## src/rtl/dbgx_pkg.sv

```systemverilog
/*
 * Shared constants and types of the debug exception unit.
 * Assumes a 32-bit linear address space and four breakpoint slots.
 */
`default_nettype none

package dbgx_pkg;

    // ----------------------------------------------------------------
    // Sizes and vector
    // ----------------------------------------------------------------
    localparam int          NUM_BP     = 4;
    localparam int          ADDR_W     = 32;
    localparam logic [7:0]  DBG_VECTOR = 8'h01;

    // ----------------------------------------------------------------
    // Breakpoint condition and length codes
    // ----------------------------------------------------------------
    localparam logic [1:0]  COND_EXEC  = 2'h0;
    localparam logic [1:0]  COND_WRITE = 2'h1;
    localparam logic [1:0]  COND_IO    = 2'h2;
    localparam logic [1:0]  COND_RDWR  = 2'h3;
    localparam logic [1:0]  LEN_1      = 2'h0;
    localparam logic [1:0]  LEN_2      = 2'h1;
    localparam logic [1:0]  LEN_4      = 2'h3;
    localparam logic [3:0]  MASK_1     = 4'h1;
    localparam logic [3:0]  MASK_2     = 4'h3;
    localparam logic [3:0]  MASK_4     = 4'hf;

    // ----------------------------------------------------------------
    // Retire kinds reported by the pipeline
    // ----------------------------------------------------------------
    typedef enum logic [2:0] {
        RK_NORMAL = 3'h0,
        RK_POP_FLAGS_INSTR   = 3'h1,
        RK_IRETW  = 3'h3,
        RK_INTERRUPT_RETURN_DWORD  = 3'h2,
        RK_TASK   = 3'h6,
        RK_SWINT  = 3'h7
    } dbgx_retire_t;

    // ----------------------------------------------------------------
    // Carriers
    // ----------------------------------------------------------------
    typedef struct packed {
        logic              enable;
        logic [1:0]        cond;
        logic [1:0]        len;
        logic [ADDR_W-1:0] addr;
    } dbgx_bp_t;

    typedef struct packed {
        logic              valid;
        logic              write;
        logic              io;
        logic [1:0]        len;
        logic [ADDR_W-1:0] addr;
    } dbgx_access_t;

    typedef struct packed {
        logic              single_step;
        logic              protect_detect;
        logic              task_switch;
        logic [NUM_BP-1:0] hit;
    } dbgx_status_t;

    typedef struct packed {
        logic fault;
        logic trap;
    } dbgx_class_t;

    localparam dbgx_status_t STATUS_RESET = '0;

endpackage

`default_nettype wire

```

## src/rtl/dbgx_unit.sv

```systemverilog
/*
 * Debug exception unit: breakpoint match, fault/trap classing, status,
 * resume flag, trap flag and register protection.
 * Assumes the pipeline reports boundaries, accesses and retirements on
 * the same clock, and never a boundary and a retire in one cycle.
 */
`default_nettype none

// Function
// - Every debug condition goes out through vector 1.
// - Instruction breakpoint and protection are faults; all others traps.
// - One exception may carry fault and trap causes together.
// - Instruction breakpoint when fetch address equals an exec slot.
// - Instruction breakpoint fault is raised before the instruction runs.
// - Instruction breakpoint beats every other exception of that instr.
// - Resume flag set blocks instruction breakpoint detection.
// - Non-breakpoint fault entry sets the resume flag.
// - Doubleword return and task switch load resume flag from image.
// - Resume flag does not block data, I/O or other exceptions.
// - Successful retire clears resume flag, except dword return, task.
// - Trap and interrupt entries leave the resume flag alone.
// - Data and I/O breakpoints trap after the access completes.
// - Repeated port strings trap after the matching iteration.
// - Protected debug register move faults first, sets detect flag.
// - Trap flag set before an instruction gives a step trap after it.
// - Trap flag is cleared on entry to the step handler.
// - Trap flag loaded at task switch steps after first new instr.
// - Privilege change keeps trap flag; software interrupts clear it.
// - Step trap goes first; pending interrupt sampled after entry.
// - Task-trap bit of new task traps before its first instruction.
// - Debug handler entry clears the register protection enable.
// - Data breakpoint hits if any accessed byte is in range.

module dbgx_unit
    import dbgx_pkg::*;
#(
    parameter int BP_COUNT = NUM_BP
) (
    // Clock and reset
    input  wire logic         i_clock,
    input  wire logic         i_rstn,
    // Breakpoint setup
    input  wire dbgx_bp_t     i_bp [NUM_BP],
    // Instruction boundary
    input  wire logic         i_boundary,
    input  wire logic [31:0]  i_instr_addr,
    input  wire logic         i_mov_dbg,
    input  wire logic         i_other_fault,
    // Data and port accesses
    input  wire dbgx_access_t i_access,
    input  wire logic         i_iter_done,
    // Retirement
    input  wire logic         i_retire,
    input  wire dbgx_retire_t i_retire_kind,
    input  wire logic         i_image_rf,
    input  wire logic         i_image_tf,
    input  wire logic         i_task_trap,
    // Software control
    input  wire logic         i_protect_wr,
    input  wire logic         i_protect_val,
    input  wire logic         i_status_clear,
    // Exception request
    output logic              o_cancel,
    output logic              o_exc_valid,
    output logic [7:0]        o_exc_vector,
    output dbgx_class_t       o_exc_class,
    // Interrupt ordering
    output logic              o_irq_hold,
    output logic              o_irq_sample,
    // State
    output dbgx_status_t      o_status,
    output logic              o_resume_flag,
    output logic              o_trap_flag,
    output logic              o_protect_en
);

    if (BP_COUNT < 1 || BP_COUNT > NUM_BP) begin : g_chk
        $error("BP_COUNT out of range");
    end

    // ----------------------------------------------------------------
    // Match functions
    // ----------------------------------------------------------------
    function automatic logic [3:0] len_mask(input logic [1:0] len);
        unique case (len)
            LEN_2:   return MASK_2;
            LEN_4:   return MASK_4;
            default: return MASK_1;
        endcase
    endfunction

    function automatic logic overlap(input dbgx_bp_t bp,
                                     input dbgx_access_t ac);
        logic [3:0]  m;
        logic [1:0]  lo;
        logic [3:0]  bm;
        logic [7:0]  am;
        logic [29:0] nxt;
        m   = len_mask(bp.len);
        lo  = bp.addr[1:0] & ~{m[3], m[1]};
        bm  = m << lo;
        am  = {4'h0, len_mask(ac.len)} << ac.addr[1:0];
        nxt = ac.addr[31:2] + 30'h1;
        return (bp.addr[31:2] == ac.addr[31:2] && |(bm & am[3:0])) ||
               (bp.addr[31:2] == nxt && |(bm & am[7:4]));
    endfunction

    function automatic logic cond_ok(input logic [1:0] c,
                                     input dbgx_access_t ac);
        unique case (c)
            COND_WRITE: return !ac.io && ac.write;
            COND_IO:    return ac.io;
            COND_RDWR:  return !ac.io;
            default:    return 1'b0;
        endcase
    endfunction

    // ----------------------------------------------------------------
    // State
    // ----------------------------------------------------------------
    logic              rf;
    logic              tf;
    logic              gd;
    dbgx_status_t      status;
    logic              pend_step;
    logic              pend_task;
    logic [NUM_BP-1:0] pend_hit;
    logic [NUM_BP-1:0] acc_hit;
    logic [NUM_BP-1:0] ibp_hit;
    logic [NUM_BP-1:0] dbp_hit;

    // ----------------------------------------------------------------
    // Per-slot detection
    // ----------------------------------------------------------------
    for (genvar n = 0; n < NUM_BP; n++) begin : g_bp
        wire logic live = (n < BP_COUNT) && i_bp[n].enable;
        assign ibp_hit[n] = i_boundary && !rf && live &&
                            i_bp[n].cond == COND_EXEC &&
                            i_bp[n].addr == i_instr_addr;
        // byte range overlap, resume flag ignored
        assign dbp_hit[n] = i_access.valid && live &&
                            cond_ok(i_bp[n].cond, i_access) &&
                            overlap(i_bp[n], i_access);
    end

    // ----------------------------------------------------------------
    // Boundary decisions
    // ----------------------------------------------------------------
    wire logic ibp_any   = |ibp_hit;
    wire logic gd_hit    = i_boundary && gd && i_mov_dbg;
    wire logic trap_any  = pend_step || pend_task || (|pend_hit);
    wire logic fault_any = ibp_any || gd_hit;
    // debug entry cancels the instruction and any other fault
    wire logic take      = i_boundary && (fault_any || trap_any);
    wire logic oth_entry = i_boundary && i_other_fault && !take;
    wire logic cap       = i_retire || i_iter_done;
    wire logic ld_img    = i_retire_kind == RK_INTERRUPT_RETURN_DWORD ||
                           i_retire_kind == RK_TASK;
    wire logic ld_tf     = ld_img || i_retire_kind == RK_POP_FLAGS_INSTR ||
                           i_retire_kind == RK_IRETW;

    assign o_cancel   = take;
    // interrupt waits behind a pending step trap
    assign o_irq_hold = pend_step;

    // ----------------------------------------------------------------
    // Next values
    // ----------------------------------------------------------------
    dbgx_status_t      next_status;
    logic              next_rf;
    logic              next_tf;
    logic              next_gd;

    always_comb begin
        next_status = i_status_clear ? STATUS_RESET : status;
        // every cause recorded at once; set wins
        if (take) begin
            next_status.single_step    = next_status.single_step ||
                                         pend_step;
            next_status.task_switch    = next_status.task_switch ||
                                         pend_task;
            next_status.protect_detect = next_status.protect_detect ||
                                         gd_hit;
            next_status.hit = next_status.hit | pend_hit | ibp_hit;
        end
    end

    always_comb begin
        next_rf = rf;
        if (i_retire) begin
            // image load or clear on retire
            next_rf = ld_img ? i_image_rf : 1'b0;
        end else if ((take && gd_hit && !ibp_any) || oth_entry) begin
            // only non-breakpoint fault entries set it
            next_rf = 1'b1;
        end
    end

    always_comb begin
        next_tf = tf;
        if (i_retire) begin
            // software interrupts clear, loads follow the image
            if (i_retire_kind == RK_SWINT) begin
                next_tf = 1'b0;
            end else if (ld_tf) begin
                next_tf = i_image_tf;
            end
        end else if (take && pend_step) begin
            // step handler runs with the flag clear
            next_tf = 1'b0;
        end
    end

    always_comb begin
        next_gd = gd;
        if (i_protect_wr) begin
            next_gd = i_protect_val;
        end
        // entry clears protection, beating a same-cycle write
        if (take) begin
            next_gd = 1'b0;
        end
    end

    // ----------------------------------------------------------------
    // Flags and status
    // ----------------------------------------------------------------
    always_ff @(posedge i_clock) begin
        if (!i_rstn) begin
            rf     <= 1'b0;
            tf     <= 1'b0;
            gd     <= 1'b0;
            status <= STATUS_RESET;
        end else begin
            rf     <= next_rf;
            tf     <= next_tf;
            gd     <= next_gd;
            status <= next_status;
        end
    end

    // ----------------------------------------------------------------
    // Pending traps
    // ----------------------------------------------------------------
    // Traps wait for the next boundary so they merge with its faults.
    always_ff @(posedge i_clock) begin
        if (!i_rstn) begin
            pend_step <= 1'b0;
            pend_task <= 1'b0;
            pend_hit  <= '0;
            acc_hit   <= '0;
        end else if (take) begin
            pend_step <= 1'b0;
            pend_task <= 1'b0;
            pend_hit  <= '0;
            acc_hit   <= acc_hit | dbp_hit;
        end else if (cap) begin
            // trap after access or matching iteration
            pend_hit  <= pend_hit | acc_hit | dbp_hit;
            acc_hit   <= '0;
            if (i_retire) begin
                // old flag value, so the setter never traps
                pend_step <= tf;
                // task trap bit of incoming task
                pend_task <= i_retire_kind == RK_TASK && i_task_trap;
            end
        end else begin
            acc_hit   <= acc_hit | dbp_hit;
        end
    end

    // ----------------------------------------------------------------
    // Exception outputs
    // ----------------------------------------------------------------
    always_ff @(posedge i_clock) begin
        if (!i_rstn) begin
            o_exc_valid  <= 1'b0;
            o_exc_vector <= 8'h00;
            o_exc_class  <= '0;
            o_irq_sample <= 1'b0;
        end else begin
            o_exc_valid  <= take;
            o_exc_vector <= take ? DBG_VECTOR : 8'h00;
            o_exc_class  <= take ? {fault_any, trap_any} : 2'h0;
            // interrupt examined before handler's first instr
            o_irq_sample <= take && pend_step;
        end
    end

    assign o_status      = status;
    assign o_resume_flag = rf;
    assign o_trap_flag   = tf;
    assign o_protect_en  = gd;
endmodule

`default_nettype wire

```

## config.mk

```make
export PLATFORM = sky130hd
export DESIGN_NAME = dbgx_unit
export DESIGN_NICKNAME = d
export VERILOG_FILES = /design/src/rtl/dbgx_pkg.sv /design/src/rtl/dbgx_unit.sv
export SDC_FILE = /design/constraint.sdc
export NUM_CORES = 1
export LEC_CHECK = 0
export ABC_AREA = 1
export BUFFER_PORTS_ARGS = -buffer_cell sky130_fd_sc_hd__buf_2
export CORE_MARGIN = 2
export CORE_UTILIZATION = 40
export CTS_CLUSTER_SIZE = 20
export DETAILED_ROUTE_END_ITERATION = 10
export GPL_TIMING_DRIVEN = 0
export HOLD_SLACK_MARGIN = 0.03
export PLACE_DENSITY = 0.65
export SYNTH_ARGS = -nofsm -noshare
export SYNTH_HDL_FRONTEND = slang
export SYNTH_SLANG_ARGS = --single-unit
export TNS_END_PERCENT = 20
```

## constraint.sdc

```tcl
create_clock -name i_clock -period 2.5 [get_ports i_clock]
set_input_delay 0.5 -clock i_clock [delete_from_list [all_inputs] [get_ports i_clock]]
set_output_delay 0.5 -clock i_clock [all_outputs]
set_load 0.05 [all_outputs]
```

==> results of run 1 <==
## worst register-to-register path, cell delays in order (launching register included)
cell	delay [ns]
dfxtp_1	0.35
inv_1	0.05
nand2_1	0.11
nor2_1	0.07
nand3_1	0.08
nor2_1	0.05
nand2_2	0.09
nor2_4	0.04
buf_4	0.13
buf_4	0.12
buf_4	0.12
buf_4	0.12
buf_4	0.12
buf_4	0.12
buf_4	0.12
buf_4	0.12
buf_4	0.12
buf_4	0.12
a21oi_2	0.12
o21ai_1	0.08
## power by group
group | switching (mW) | internal (mW)
registers | 0.00408 | 0.389
logic | 1.05 | 0.607
clock network | 0.138 | 0.318
## cell type report
type                    count  area [um^2]  area share
plain buffers              47          330      0.0323
flip-flops and latches     24          480      0.0469
well taps                 265          332      0.0324
multi-input cells        1220         6720       0.656
repair buffers            249         1390       0.136
clock inverters             1         30.0     0.00293
clock buffers               3         75.1     0.00733
inverters                 233          891      0.0870
## sequential cells by signal, summed over array words and instances (netlist names)
signal,cells
acc_hit,4
pend_hit,4
pend_task,1
o_exc_valid,1
o_resume_flag,1
o_protect_en,1
o_irq_hold,1
o_exc_class,2
o_irq_sample,1
o_status,7
o_trap_flag,1
## per-layer routing
metal  vias to the layer above  share of wire  global-route usage
met5                         -              0                   0
met4                         0          0.017              0.0569
met3                        35          0.076              0.0248
met2                       454           0.46               0.510
met1                      4518           0.45               0.422
li1                       5183              -                   -
## what timing repair did
item | in CTS | in global routing
pin swaps | 24 | 51
hold buffers | 0 | 0
resized for setup | 60 | 109
setup buffers | 22 | 12
setup endpoints to repair | 9 | 12
endpoints found under the hold margin | 0 | 0
## worst max path at each step
stage	start	end	slack, ns	depth (start not counted)
floorplan	i_instr_addr[22]	o_cancel	0.13	12
global placement	i_instr_addr[14]	o_cancel	-0.47	12
detailed placement	i_instr_addr[14]	o_cancel	-0.46	12
CTS	i_instr_addr[20]	o_cancel	-0.007	13
global route	i_access[2]	pend_hit[3]	-0.09	16
finish	i_instr_addr[17]	o_cancel	-0.003	14
## cell families after synthesis
kind of cell	count (synthesis)
and+or+nand+nor	951
buffers and inverters	280
xor gates and xnor gates	181
AOI/OAI and AO/OA	79
DFF	24
adders and majority gates	1
other	1
muxes	1
## cell usage in the layout (no fill, tap or decap), types with 3 or more instances in the layout
cell type / n
nand2_1: 472
buf_2: 212
inv_1: 209
nor2_1: 156
nand3_1: 125
xnor2_1: 91
xor2_1: 88
buf_4: 64
nand4_1: 45
nand2_2: 35
nor2_4: 24
dfxtp_1: 24
o21ai_0: 22
nor3_1: 19
inv_2: 18
nor2_2: 17
or2_2: 16
a21oi_2: 12
nand3_2: 11
a21oi_1: 11
o21ai_1: 10
o22ai_1: 7
nand2_4: 7
conb_1: 7
nand3b_1: 6
clkbuf_2: 6
nor2_8: 5
clkbuf_1: 4
buf_6: 4
buf_8: 4
nand3_4: 4
o21bai_1: 4
nor4_1: 4
o211ai_1: 3
inv_4: 3
clkbuf_16: 3
## stage by stage
stage | setup WS [ns] | std cells | setup TNS [ns]
3_3_place_gp | -0.466 | 2004 | -4.52
2_1_floorplan | 0.130 | 1524 | 0
3_5_place_dp | -0.456 | 2004 | -4.61
5_1_grt | -0.0903 | 2042 | -0.263
6_report | -0.00315 | 2042 | -0.00315
4_1_cts | -0.00679 | 2030 | -0.00679
==> reports/results.ini, run 1 <==
[sta]
clock.fmax_mhz = 399
setup_ws_ns = -0.00315
worst_slew_pin_slew_ns = 0.737
hold_slack_ns = 0.469
finalClockSkew_ns = 0.00299
timing.final.hold_violations = 0
min_period_ns = 2.50
period_share = 1.00
slew_headroom = 0.505
drv_slew = 0
rsz0062_at_grt = true
finalSetupViolations = 1

[worst_setup_path]
regToRegSetupSlack_ns = 0.13
max_stage_delay_ns = 0.21
critical_path.reg2reg.startpoint = o_resume_flag
critical_path_arrival_ns = 2.00
startpoint_type = primary input
crit_top_cell = nand2_2
r2r-end = o_status[0]
endpoint_kind = primary output
rr_worst_depth = 19
critPathKind = primary input to primary output
critPathRequiredTime_ns = 2.00
critPathTopFamily = simple AND/OR/NAND/NOR gates
cp_slowest_cell = nor2_4
crit_buf_inv = 4
path_cells = buf_2 -> inv_2 -> nand2_1 -> nand4_1 -> nor2_2 -> nand2_2 -> nor2_4 -> nand2_1 -> nand2_2 -> nor2_4 -> nand3_2 -> nand2_2 -> inv_2 -> buf_8
cp_max_fo = 5

[hold_path]
whs_endpoint = o_status[4]
hold_depth = 2
min_from = o_status[4]
hold_path.class = register to register

[synthesis]
synth_top_family_by_area = simple AND/OR/NAND/NOR gates
yosys.area_share.simple = 0.530
yosys.area_share.xor_xnor = 0.200
synth_cell_types = 47
syn-cell-area_um2 = 7950
synth_compound_area_frac = 0.0570
ys.flop_type = dfxtp_1
synthTopCellsByArea = nand2_1 (23%), inv_1 (11%), xnor2_1 (10%)
synth-seq-cells = 24
synth.avg_cell_area_um2 = 5.24
syn_inst = 1518
async_flop_share = 0
synthMostInstantiatedCell = nand2_1
synth_edf_count = 0
synth_top_cell_by_area = nand2_1
synth_common_cells = nand2_1 (497), inv_1 (227), nor2_1 (185)
yosysTopAreaCellShare = 0.235
synth-adder-area-share = 0.00157
yosys_warnings = 0
synthMuxAreaShare = 0.00126
synth-seq-area-share = 0.0604

[clock_network]
htreeDepth = 1
clkTransAtPathRegs_ns = 0.06
cts_tree = yes
cts-root-buf = clkbuf_16
clkLatencyLatePin_ns = 0.26
cts_max_path_buffers = 2
clock_sinks = 24
cts_buffers = 3

[route]
num_vias = 10200
vias_per_cell = 4.99
drt-wirelength-per-cell_um = 16.5
drt-pass1-iter-count = 5
drcViolationCount = 0
drtIter0Drc = 781
wirelength_mm = 33.7
postRouteAntennaNets = 0

[grt]
grt_start_max_net_pins = 15
antenna_found_initial = 0
grt-ovfl-total = 0
grt_pass1_vias = 9386
grt_first_pass_wirelength_mm = 50.9
gr-usage-all-layers = 0.302

[layout]
area_growth_pct = 28.8
drive_gt1_frac = 0.259
n_fill_cell = 2156
nets = 2012
stdcell_area_um2 = 10200
final_util = 0.526
diodes = 0

[power_and_ir_drop]
power_mw = 2.51
p_leak_nw = 5.54
vdd_drop_max_mv = 0.304
power_density_nw_per_um2 = 245

[place]
dp_hpwl_mm = 28.9
gp_congestion = 0.995
port_buffers = 215
place_area_um2 = 9380

[floorplanning]
die_w_um = 145
coreArea_um2 = 19500
die_h_um = 145
die-area_um2 = 21000
rows = 51
start_util = 0.408
io_pins = 257

[status]
violations = setup timing
outcome = finished, violations left

[flow_run]
cap_violations = 0

(Power assumes the default switching activity.)
==> run 2: changes to the inputs <==
--- a/config.mk
+++ b/config.mk
@@ -13,7 +13,9 @@
 export DETAILED_ROUTE_END_ITERATION = 10
 export GPL_TIMING_DRIVEN = 0
 export HOLD_SLACK_MARGIN = 0.03
+export MAX_ROUTING_LAYER = met4
 export PLACE_DENSITY = 0.65
+export SLEW_MARGIN = 20
 export SYNTH_ARGS = -nofsm -noshare
 export SYNTH_HDL_FRONTEND = slang
 export SYNTH_SLANG_ARGS = --single-unit
==> run 2 against run 1 <==
Against the previous run: the flow now finishes without violations; worst setup slack better by 0.025 ns; clock-buffer cell count stayed put; flip-flop and latch count stayed put; design area is 1.1% higher; combinational power hardly changed; critical path depth is 2 lower; clock skew is 0.00058 ns higher; core utilization is 0.57 points higher; non-clock buffer count is 1 higher; sequential share of layout area hardly changed; register-to-register slack better by 0.07 ns; critical path type unchanged; critical endpoint unchanged; highest routed layer unchanged.
==> reports/results.ini, run 2 (same netlist as run 1, synthesis figures left out) <==
[clock_network]
cts_buffers = 3
clkTransAtPathRegs_ns = 0.06
clock_sinks = 24
cts-root-buf = clkbuf_16
cts_max_path_buffers = 2
clkLatencyLatePin_ns = 0.26
htreeDepth = 1
cts_tree = yes

[route]
drcViolationCount = 0
drt-wirelength-per-cell_um = 16.7
wirelength_mm = 34.2
postRouteAntennaNets = 0
drtIter0Drc = 618
drt-pass1-iter-count = 5
num_vias = 10300
vias_per_cell = 5.01

[hold_path]
hold_depth = 2
hold_path.class = register to register

[worst_setup_path]
endpoint_kind = primary output
critical_path_arrival_ns = 1.98
cp_max_fo = 5
critPathKind = primary input to primary output
rr_worst_depth = 21
startpoint_type = primary input
critPathRequiredTime_ns = 2.00

[floorplanning]
coreArea_um2 = 19500
start_util = 0.408
rows = 51
die-area_um2 = 21000
io_pins = 257
die_w_um = 145
die_h_um = 145

[place]
port_buffers = 215
gp_congestion = 1.03
placed_cells = 2004
dpl_worst_slack_ns = -0.485
dp_hpwl_mm = 29.4
place_area_um2 = 9380

[flow_run]
cap_violations = 0

[layout]
final_common_cell = nand2_1
finalNonFillerCells = 2045
final_util = 0.532
layout_common_cells = nand2_1 (466), buf_2 (213), inv_1 (211)
largest_register_ffs = 7
drive_gt1_frac = 0.266
stdcell_area_um2 = 10400
area_growth_pct = 30.2
nets = 2014

[power_and_ir_drop]
p_leak_nw = 5.59
power_density_nw_per_um2 = 245
vdd_drop_max_mv = 0.238
power_mw = 2.54

[sta]
finalClockSkew_ns = 0.00358
finalSetupViolations = 0
hold_slack_ns = 0.468
period_share = 0.991
timing.final.hold_violations = 0
slew_headroom = 0.448
worst_slew_pin_slew_ns = 0.822
drv_slew = 0
setup_ws_ns = 0.0219
clock.fmax_mhz = 404
finalSetupTns_ns = 0
rsz0062_at_grt = true
min_period_ns = 2.48

[grt]
antenna_found_initial = 1
grt_start_max_net_pins = 15
grt-ovfl-total = 0
gr-usage-all-layers = 0.315
grt_first_pass_wirelength_mm = 51.1
grt_pass1_vias = 9271

[status]
outcome = complete, no violations

## run 2: cell count changes in the layout (fill, tap and decap cells not counted), sizes merged
cell | previous run | this run
buf | 285 | 288
clkbuf | 14 | 12
diode | 0 | 1
nor2 | 202 | 203
## run 2: critical path: stages
cell     delay, ns
buf_2         0.14
or2_4         0.26
a21oi_4       0.15
nand2_2       0.11
nor2_4        0.18
nand3_2       0.12
nand2_2       0.11
nor2_4        0.05
nand3_2       0.08
nand2_2       0.07
inv_2         0.06
buf_8         0.13
## run 2: where the power goes
group          internal [mW]  total (mW)  switching, mW
sequential             0.389       0.393        0.00444
clock                  0.318       0.453          0.135
combinational          0.624        1.69           1.07
total                   1.33        2.54           1.21
## run 2: area by class of cell
type	instances	area, um^2
Antenna cell	1	2.50
Clock buffer	3	75.1
Fill cell	2084	9110
Sequential cell	24	480
Clock inverter	1	30.0
Timing Repair Buffer	250	1420
Tap cell	265	332
Inverter	233	891
Buffer	47	338
Multi-Input combinational cell	1221	6780
## run 2: final timing paths
check	from	endpoint	slack, ns
max	i_instr_addr[16]	o_cancel	0.02
min	o_status[4]	o_status[4]	0.47
max reg2reg	o_resume_flag	o_trap_flag	0.20
min reg2reg	o_status[4]	o_status[4]	0.47
## run 2: per-layer routing
metal / share of wire / vias up / track usage
met4: 0.029 / 0 / 0.0827
li1: - / 5192 / -
met3: 0.078 / 56 / 0.0440
met1: 0.44 / 4577 / 0.421
met2: 0.45 / 425 / 0.501
met5: 0 / - / -
## run 2: repair_timing
action                     4_1_cts  5_1_grt
hold endpoints to repair         0        0
buffers inserted                11       24
resized for setup               53      133
hold buffers                     0        0
pin swaps                       21       73
setup endpoints to repair        9       11
cloned                           0        1
